### src/rtl/dsc_consts.svh
// How it works
// - Every register is at most 8 bits wide, in byte 0, and byte, halfword and word accesses all work.
// - Byte enable 0 gates the byte that holds each register; a write with it clear leaves the register as is.
// - Protectable registers ignore writes while the write guard input is high.
// - The write-only service control register sits at offset 0x0000 and resets to 0x00.
// - A one in the erase bit launches a full chip erase while the unit is idle and a zero does nothing.
// - When idle, a one in the self-test bit starts the memory self-test unless the erase bit is set, and one in the CRC bit the CRC if neither is.
// - A one in the soft reset bit returns the whole unit, except the avs_readdata_o read data and the bus handshake, to its reset state.
// - A finished operation sets a done flag that stays set until a one is written to it.
`ifndef DSC_CONSTS_SVH
`define DSC_CONSTS_SVH
`define DSC_ADDR_W 13
`define DSC_OFS_CTRL 13'h0000
`define DSC_OFS_STATUS 13'h0010
`define DSC_OFS_MASK 13'h0014
`define DSC_OFS_STATE 13'h0018
`define DSC_OFS_MEMORY_TYPE_INFO 13'h1FCC
`define DSC_OFS_PERIPHERAL_IDENT_4 13'h1FD0
`define DSC_OFS_PERIPHERAL_IDENT_0 13'h1FE0
`define DSC_OFS_PERIPHERAL_IDENT_1 13'h1FE4
`define DSC_OFS_PERIPHERAL_IDENT_2 13'h1FE8
`define DSC_OFS_PERIPHERAL_IDENT_3 13'h1FEC
`define DSC_OFS_COMPONENT_IDENT_0 13'h1FF0
`define DSC_OFS_COMPONENT_IDENT_1 13'h1FF4
`define DSC_OFS_COMPONENT_IDENT_2 13'h1FF8
`define DSC_OFS_COMPONENT_IDENT_3 13'h1FFC
`define DSC_CTRL_W 8
`define DSC_CTRL_RESET 8'h00
`define DSC_CTRL_ERASE 4
`define DSC_CTRL_SELFTEST 3
`define DSC_CTRL_CRC 2
`define DSC_CTRL_SRST 0
`define DSC_STAT_W 3
`define DSC_STAT_RESET 3'h0
`define DSC_MASK_RESET 3'h0
`define DSC_STAT_DONE 0
`define DSC_STAT_FAIL 1
`define DSC_STAT_PERR 2
`endif

### src/rtl/dsc_pkg.sv
package dsc_pkg;
  typedef enum logic [1:0] {DSC_OP_NONE, DSC_OP_ERASE, DSC_OP_SELFTEST, DSC_OP_CRC} dsc_op_t;
  typedef enum logic {DSC_IDLE, DSC_RUN} dsc_state_t;
endpackage : dsc_pkg

### src/rtl/dsc_byte_lanes.sv
`timescale 1ns/1ps
`default_nettype none
module dsc_byte_lanes #(
  parameter int WIDTH = 32
) (
  input wire logic [WIDTH-1:0] old_i,
  input wire logic [31:0] wdata_i,
  input wire logic [3:0] be_i,
  output logic [WIDTH-1:0] new_o
);
  // ==========================================================
  // Byte lane merge.
  always_comb begin
    for (int i = 0; i < WIDTH / 8; i++) begin
      new_o[i*8 +: 8] = be_i[i] ? wdata_i[i*8 +: 8] : old_i[i*8 +: 8];
    end
  end
endmodule : dsc_byte_lanes
`default_nettype wire

### src/rtl/dsc_op_engine.sv
`timescale 1ns/1ps
`default_nettype none
module dsc_op_engine (
  input wire logic clk_i,
  input wire logic reset_i,
  input wire logic erase_cmd_i,
  input wire logic selftest_cmd_i,
  input wire logic crc_cmd_i,
  input wire logic op_done_i,
  input wire logic op_fail_i,
  output logic erase_start_o,
  output logic selftest_start_o,
  output logic crc_start_o,
  output logic busy_o,
  output dsc_pkg::dsc_op_t op_o,
  output logic done_o,
  output logic fail_o
);
  import dsc_pkg::*;

  dsc_state_t state_q;
  dsc_op_t op_q;
  logic any_cmd;

  // ==========================================================
  // Launch and completion.
  assign any_cmd = erase_cmd_i | selftest_cmd_i | crc_cmd_i;

  always_ff @(posedge clk_i) begin
    if (reset_i) begin
      state_q <= DSC_IDLE;
      op_q <= DSC_OP_NONE;
    end else begin
      case (state_q)
        DSC_IDLE: begin
          if (any_cmd) begin
            state_q <= DSC_RUN;
            if (erase_cmd_i) begin
              op_q <= DSC_OP_ERASE;
            end else if (selftest_cmd_i) begin
              op_q <= DSC_OP_SELFTEST;
            end else begin
              op_q <= DSC_OP_CRC;
            end
          end
        end
        DSC_RUN: begin
          if (op_done_i) begin
            state_q <= DSC_IDLE;
            op_q <= DSC_OP_NONE;
          end
        end
        default: begin
          state_q <= DSC_IDLE;
          op_q <= DSC_OP_NONE;
        end
      endcase
    end
  end

  always_ff @(posedge clk_i) begin
    if (reset_i) begin
      erase_start_o <= 1'b0;
      selftest_start_o <= 1'b0;
      crc_start_o <= 1'b0;
    end else begin
      erase_start_o <= (state_q == DSC_IDLE) & erase_cmd_i;
      selftest_start_o <= (state_q == DSC_IDLE) & ~erase_cmd_i & selftest_cmd_i;
      crc_start_o <= (state_q == DSC_IDLE) & ~erase_cmd_i & ~selftest_cmd_i & crc_cmd_i;
    end
  end

  always_ff @(posedge clk_i) begin
    if (reset_i) begin
      done_o <= 1'b0;
      fail_o <= 1'b0;
    end else begin
      done_o <= (state_q == DSC_RUN) & op_done_i;
      fail_o <= ((state_q == DSC_RUN) & op_done_i & op_fail_i) | ((state_q == DSC_RUN) & any_cmd);
    end
  end

  assign busy_o = (state_q == DSC_RUN);
  assign op_o = op_q;
endmodule : dsc_op_engine
`default_nettype wire

### src/rtl/dsc_top.sv
// The implementer's own choice: the Avalon-MM slave port.
`timescale 1ns/1ps
`default_nettype none
`include "dsc_consts.svh"
module dsc_top #(
  parameter logic SYS_MEM_PRESENT = 1'b1,
  // Identification values below are arbitrary.
  parameter logic [3:0] ID_BLOCK_COUNT = 4'h0,
  parameter logic [3:0] VENDOR_CONT_CODE = 4'h0,
  parameter logic [11:0] PART_NUMBER = 12'h123,
  parameter logic [6:0] VENDOR_ID = 7'h2A,
  parameter logic VENDOR_ID_USED = 1'b1,
  parameter logic [3:0] REVISION = 4'h1,
  parameter logic [3:0] REVISION_MINOR = 4'h0,
  parameter logic [3:0] CUSTOMER_MODIFIED = 4'h0,
  parameter logic [3:0] COMPONENT_CLASS = 4'h1,
  parameter logic [3:0] PREAMBLE_NIBBLE = 4'h0,
  parameter logic [7:0] PREAMBLE_BYTE_0 = 8'h0D,
  parameter logic [7:0] PREAMBLE_BYTE_2 = 8'h05,
  parameter logic [7:0] PREAMBLE_BYTE_3 = 8'hB1
) (
  input wire logic clk_i,
  input wire logic reset_i,
  input wire logic [12:0] avs_address_i,
  input wire logic [3:0] avs_byteenable_i,
  input wire logic avs_read_i,
  input wire logic avs_write_i,
  input wire logic [31:0] avs_writedata_i,
  output logic [31:0] avs_readdata_o,
  output logic avs_waitrequest_o,
  input wire logic periph_write_guard_i,
  input wire logic op_done_i,
  input wire logic op_fail_i,
  output logic erase_start_o,
  output logic mem_selftest_start_o,
  output logic crc_start_o,
  output logic busy_o,
  output logic irq_o
);
  import dsc_pkg::*;

  // ==========================================================
  // Declarations.
  logic ack_q;
  logic [31:0] rdata_q;
  logic req;
  logic wr_en;
  logic wr_blocked;
  logic wr_ok;
  logic srst_q;
  logic unit_rst;
  logic [`DSC_CTRL_W-1:0] ctrl_new;
  logic [`DSC_CTRL_W-1:0] ctrl_cmd;
  logic [`DSC_STAT_W-1:0] status_q;
  logic [`DSC_STAT_W-1:0] status_d;
  logic [`DSC_STAT_W-1:0] status_set;
  logic [`DSC_STAT_W-1:0] status_clr;
  logic [`DSC_STAT_W-1:0] status_wr;
  logic [`DSC_STAT_W-1:0] mask_q;
  logic [`DSC_STAT_W-1:0] mask_new;
  logic [7-`DSC_STAT_W:0] mask_unused;
  logic [7:0] mask_wide;
  logic [7:0] status_wide;
  logic [7:0] clr_wide;
  logic eng_done;
  logic eng_fail;
  logic eng_busy;
  dsc_op_t eng_op;
  logic perr_ev;

  // ==========================================================
  // Address helpers.
  function automatic logic hit(input logic [12:0] addr, input logic [12:0] ofs);
    hit = (addr[12:2] == ofs[12:2]);
  endfunction : hit

  function automatic logic protectable(input logic [12:0] addr);
    protectable = hit(addr, `DSC_OFS_CTRL) | hit(addr, `DSC_OFS_STATUS) |
                  hit(addr, `DSC_OFS_MASK);
  endfunction : protectable

  function automatic logic [31:0] pad8(input logic [7:0] v);
    pad8 = {24'h000000, v};
  endfunction : pad8

  // ==========================================================
  // Avalon-MM handshake.
  assign req = avs_read_i | avs_write_i;
  assign avs_waitrequest_o = req & ~ack_q;
  assign wr_en = avs_write_i & ack_q;
  assign wr_blocked = wr_en & periph_write_guard_i & protectable(avs_address_i);
  assign wr_ok = wr_en & ~wr_blocked;
  assign perr_ev = wr_blocked;

  always_ff @(posedge clk_i) begin
    if (reset_i) begin
      ack_q <= 1'b0;
    end else begin
      ack_q <= req & ~ack_q;
    end
  end

  // ==========================================================
  // Read data.
  always_ff @(posedge clk_i) begin
    if (reset_i) begin
      rdata_q <= 32'h00000000;
    end else if (avs_read_i & ~ack_q) begin
      rdata_q <= 32'h00000000;
      case (avs_address_i[12:2])
        `DSC_OFS_CTRL >> 2: begin
          rdata_q <= 32'h00000000;
        end
        `DSC_OFS_STATUS >> 2: begin
          rdata_q <= pad8(status_wide);
        end
        `DSC_OFS_MASK >> 2: begin
          rdata_q <= pad8(mask_wide);
        end
        `DSC_OFS_STATE >> 2: begin
          rdata_q <= {29'h00000000, eng_op, eng_busy};
        end
        `DSC_OFS_MEMORY_TYPE_INFO >> 2: begin
          rdata_q <= {31'h00000000, SYS_MEM_PRESENT};
        end
        `DSC_OFS_PERIPHERAL_IDENT_4 >> 2: begin
          rdata_q <= pad8({ID_BLOCK_COUNT, VENDOR_CONT_CODE});
        end
        `DSC_OFS_PERIPHERAL_IDENT_0 >> 2: begin
          rdata_q <= pad8(PART_NUMBER[7:0]);
        end
        `DSC_OFS_PERIPHERAL_IDENT_1 >> 2: begin
          rdata_q <= pad8({VENDOR_ID[3:0], PART_NUMBER[11:8]});
        end
        `DSC_OFS_PERIPHERAL_IDENT_2 >> 2: begin
          rdata_q <= pad8({REVISION, VENDOR_ID_USED, VENDOR_ID[6:4]});
        end
        `DSC_OFS_PERIPHERAL_IDENT_3 >> 2: begin
          rdata_q <= pad8({REVISION_MINOR, CUSTOMER_MODIFIED});
        end
        `DSC_OFS_COMPONENT_IDENT_0 >> 2: begin
          rdata_q <= pad8(PREAMBLE_BYTE_0);
        end
        `DSC_OFS_COMPONENT_IDENT_1 >> 2: begin
          rdata_q <= pad8({COMPONENT_CLASS, PREAMBLE_NIBBLE});
        end
        `DSC_OFS_COMPONENT_IDENT_2 >> 2: begin
          rdata_q <= pad8(PREAMBLE_BYTE_2);
        end
        `DSC_OFS_COMPONENT_IDENT_3 >> 2: begin
          rdata_q <= pad8(PREAMBLE_BYTE_3);
        end
        default: begin
          rdata_q <= 32'h00000000;
        end
      endcase
    end
  end

  assign avs_readdata_o = rdata_q;

  // ==========================================================
  // Service control register.
  dsc_byte_lanes #(
    .WIDTH(`DSC_CTRL_W)
  ) u_ctrl_lanes (
    .old_i(`DSC_CTRL_RESET),
    .wdata_i(avs_writedata_i),
    .be_i(avs_byteenable_i),
    .new_o(ctrl_new)
  );

  assign ctrl_cmd = (wr_ok & hit(avs_address_i, `DSC_OFS_CTRL)) ? ctrl_new : `DSC_CTRL_RESET;

  always_ff @(posedge clk_i) begin
    if (reset_i) begin
      srst_q <= 1'b0;
    end else begin
      srst_q <= ctrl_cmd[`DSC_CTRL_SRST];
    end
  end

  assign unit_rst = reset_i | srst_q;

  // ==========================================================
  // Operation engine.
  dsc_op_engine u_engine (
    .clk_i(clk_i),
    .reset_i(unit_rst),
    .erase_cmd_i(ctrl_cmd[`DSC_CTRL_ERASE]),
    .selftest_cmd_i(ctrl_cmd[`DSC_CTRL_SELFTEST]),
    .crc_cmd_i(ctrl_cmd[`DSC_CTRL_CRC]),
    .op_done_i(op_done_i),
    .op_fail_i(op_fail_i),
    .erase_start_o(erase_start_o),
    .selftest_start_o(mem_selftest_start_o),
    .crc_start_o(crc_start_o),
    .busy_o(eng_busy),
    .op_o(eng_op),
    .done_o(eng_done),
    .fail_o(eng_fail)
  );

  assign busy_o = eng_busy;

  // ==========================================================
  // Status, mask and interrupt.
  assign status_wide = {{(8 - `DSC_STAT_W){1'b0}}, status_q};
  assign mask_wide = {{(8 - `DSC_STAT_W){1'b0}}, mask_q};

  dsc_byte_lanes #(
    .WIDTH(8)
  ) u_clr_lanes (
    .old_i(8'h00),
    .wdata_i(avs_writedata_i),
    .be_i(avs_byteenable_i),
    .new_o(clr_wide)
  );

  assign status_wr = clr_wide[`DSC_STAT_W-1:0];
  assign status_clr = (wr_ok & hit(avs_address_i, `DSC_OFS_STATUS)) ? status_wr : `DSC_STAT_RESET;

  always_comb begin
    status_set = `DSC_STAT_RESET;
    status_set[`DSC_STAT_DONE] = eng_done;
    status_set[`DSC_STAT_FAIL] = eng_fail;
    status_set[`DSC_STAT_PERR] = perr_ev;
    status_d = (status_q & ~status_clr) | status_set;
  end

  always_ff @(posedge clk_i) begin
    if (unit_rst) begin
      status_q <= `DSC_STAT_RESET;
    end else begin
      status_q <= status_d;
    end
  end

  dsc_byte_lanes #(
    .WIDTH(8)
  ) u_mask_lanes (
    .old_i(mask_wide),
    .wdata_i(avs_writedata_i),
    .be_i(avs_byteenable_i),
    .new_o({mask_unused, mask_new})
  );

  always_ff @(posedge clk_i) begin
    if (unit_rst) begin
      mask_q <= `DSC_MASK_RESET;
    end else if (wr_ok & hit(avs_address_i, `DSC_OFS_MASK)) begin
      mask_q <= mask_new;
    end
  end

  always_ff @(posedge clk_i) begin
    if (reset_i) begin
      irq_o <= 1'b0;
    end else begin
      irq_o <= |(status_d & mask_q) & ~srst_q;
    end
  end
endmodule : dsc_top
`default_nettype wire

### config.mk
export PLATFORM = sky130hd
export DESIGN_NAME = dsc_top
export DESIGN_NICKNAME = d
export VERILOG_FILES = /design/src/rtl/dsc_pkg.sv /design/src/rtl/dsc_byte_lanes.sv /design/src/rtl/dsc_op_engine.sv /design/src/rtl/dsc_top.sv
export VERILOG_INCLUDE_DIRS = /design/src /design/src/rtl
export SDC_FILE = /design/constraint.sdc
export NUM_CORES = 1
export LEC_CHECK = 0
export ABC_AREA = 0
export ABC_CLOCK_PERIOD_IN_PS = 4700
export BUFFER_PORTS_ARGS = -buffer_cell sky130_fd_sc_hd__buf_2
export CORE_MARGIN = 4
export CORE_UTILIZATION = 30
export DETAILED_ROUTE_END_ITERATION = 10
export PLACE_DENSITY = 0.59
export RECOVER_POWER = 25
export SETUP_SLACK_MARGIN = 0.2
export SLEW_MARGIN = 10
export SYNTH_ARGS = -nofsm -noshare
export SYNTH_HDL_FRONTEND = slang
export SYNTH_HIERARCHICAL = 1
export SYNTH_SLANG_ARGS = --single-unit
### constraint.sdc
create_clock -name clk_i -period 4.7 [get_ports clk_i]
set_input_delay 0.94 -clock clk_i [delete_from_list [all_inputs] [get_ports clk_i]]
set_output_delay 0.94 -clock clk_i [all_outputs]
set_load 0.01 [all_outputs]
==> results.txt <==
Crit path cell chain = buf_2, or4_4, nor2_4, and4b_1, and2_2, nor2_1, a221oi_2
Register area = 480 sq um
Final worst slack = 2.23 ns
Rel. slew slack = 0.553
Initial antenna violation count = 0
Average cell area after synthesis = 8.86 sq um
Status = finished, final reports clean
Layer with the highest usage = met2
Die Wd = 81.9 um
CTS Root Cell = clkbuf_8
Peak supply drop = 217 uV
Critical path startpoint category = primary input
Worst-Margin Slew = 0.665 ns
Clock latency on the worst-skew pair = 0.27 ns
Cell Area, Synth = 1640 sq um
First-pass GRT wire length = 5.49 mm
Nets@finish = 280
Yosys warns = 6
Clock slew at reported path FFs = 0.09 ns
Reg2Reg Setup Slack = 3.11 ns
Clk sink count = 24
Port Buffers = 36
Num CTS Buffers = 3
Leakage = 0.785 nW
GP Congestion = 0.761
Met3 GRT Util = 0.0351
Die ar. = 6710 sq um
Pin count of the biggest net entering global routing = 15
Resize count post-CTS = 0
Total gr overflow = 0
WP data arrival = 2.66 ns
Top delay family on crit path = simple AND/OR/NAND/NOR gates
Vias in the first global route = 1,196
Post-DP HPWL = 2.78 mm
Setup CP Type = primary input to flop
Met2 GRT Util = 0.166
Boundary pin count = 94
Clock Skews = 0.00821 ns
Worst-path fanout max = 6
Tcrit/Tclk final = 0.526
Post-Synthesis Cells = 185
Fin. max-slew vios = 0
Number of max-cap violations = 0
Worst stage delay on the critical path = 0.56 ns
TNS Setup = 0 ns
Minimum clock period after layout = 2.47 ns
Vias per cell = 4.54
Hold Crit Start = avs_readdata_o[3]$_SDFFE_PP0P_
CTS Buffer Depth = 2
Worst hold path class = flop to flop
Worst Path Required = 4.89 ns
DRT Pass-1 Iters = 4
H-tree Lvls = 1
Layout area overhead = 11.5%
Global Route Usage Sum = 0.103
Drt drc = 0
Drt first-iter violations = 57
Share of cells above drive strength 1 = 0.229
Worst Setup End Kind = flop
Fill cells = 563
Buf+Inv Stages, Crit Path = 1
Crit path launch = avs_address_i[9]
RSZ-0062 raised after global routing = no
CTS tree = done
Starting Density = 0.315
ANT cells = 0
Post-Place Worst Slack = 1.95 ns
Max Clk Rate = 404 MHz
Wirelength, routed = 3.48 mm
Post-CTS Setup Repair Bufs = 0
FF-to-FF Start = ack_q$_SDFF_PP0_
Cts hold-fix bufs = 0
Final setup viols = 0
ANT nets after route = 0
Pwr Density = 248 nW/um^2
Placed cell areas = 1770 sq um
Chip Height = 81.9 um
Area of the multi-input gates = 992 sq um
Hold slack = 0.454 ns
Fin. Hold Viols = 0
Rows = 26
Final instance area = 1830 sq um
GR Util met1 = 0.133
Via count = 1,331
Drt wl/cell = 11.9 um
Floorplan core area = 5200 sq um
CP max stage cell = or4_4
-- state kept, by name (all words and copies together), names as in the netlist --
name	count
srst_q	1
ack_q	1
avs_readdata_o	7
u_engine/op_o	2
u_engine/busy_o	1
u_engine/fail_o	1
u_engine/erase_start_o	1
mask_q	3
irq_o	1
status_q	3
u_engine/crc_start_o	1
u_engine/done_o	1
u_engine/selftest_start_o	1
-- metrics by stage --
stage                     instances  total power [mW]   util
after floorplan                 216             0.275      -
after global placement          289             0.276  0.339
after detailed placement        289             0.276  0.339
after CTS                       293             0.459  0.353
after global routing            293             0.472  0.351
final                           293             0.453  0.351
-- worst min-delay path: cells and delay by family (launching register included) --
kind	cells	cell delay, ns
flip-flops	1	0.32
AND/OR/NAND/NOR	1	0.05
AO/OA/AOI/OAI	1	0.05
-- path summary, 6_finish.rpt --
kind / to / cells after the start
worst max-delay path: u_engine/op_o[0]$_SDFFE_PP0P_ / 7
worst min-delay path: avs_readdata_o[3]$_SDFFE_PP0P_ / 2
worst max register to register: u_engine/op_o[0]$_SDFFE_PP0P_ / 5
worst min register to register: avs_readdata_o[3]$_SDFFE_PP0P_ / 2
-- cell type report --
class | instances | area share
multi-input cells | 152 | 0.543
repair buffers | 36 | 0.0925
inverters | 7 | 0.0144
flip-flops and latches | 24 | 0.263
clock inverters | 1 | 0.0164
clock buffers | 3 | 0.0226
well taps | 70 | 0.0479
-- where the power goes --
group / switching [mW] / internal (mW)
Combinational: 0.0392 / 0.0262
Sequential: 0.00119 / 0.205
Clock: 0.0673 / 0.114
Total: 0.108 / 0.345
-- metal layers --
metal | vias up | part of all wire | wire, um
met4 | 0 | 0.0095 | 33
li1 | 687 | - | -
met3 | 4 | 0.084 | 293
met1 | 595 | 0.46 | 1600
met5 | - | 0 | 0
met2 | 45 | 0.45 | 1550
-- placed cells by master, fill, tap and decap left out, drive strengths merged, types with 7 or more instances in the layout --
cell type	count
nand3	9
nand2	8
nor2	12
dfxtp	24
mux2	10
buf	27
o21ai	8
a21oi	12
conb	32
inv	7
clkbuf	12
No activity file was read; power rests on OpenSTA's default activity.
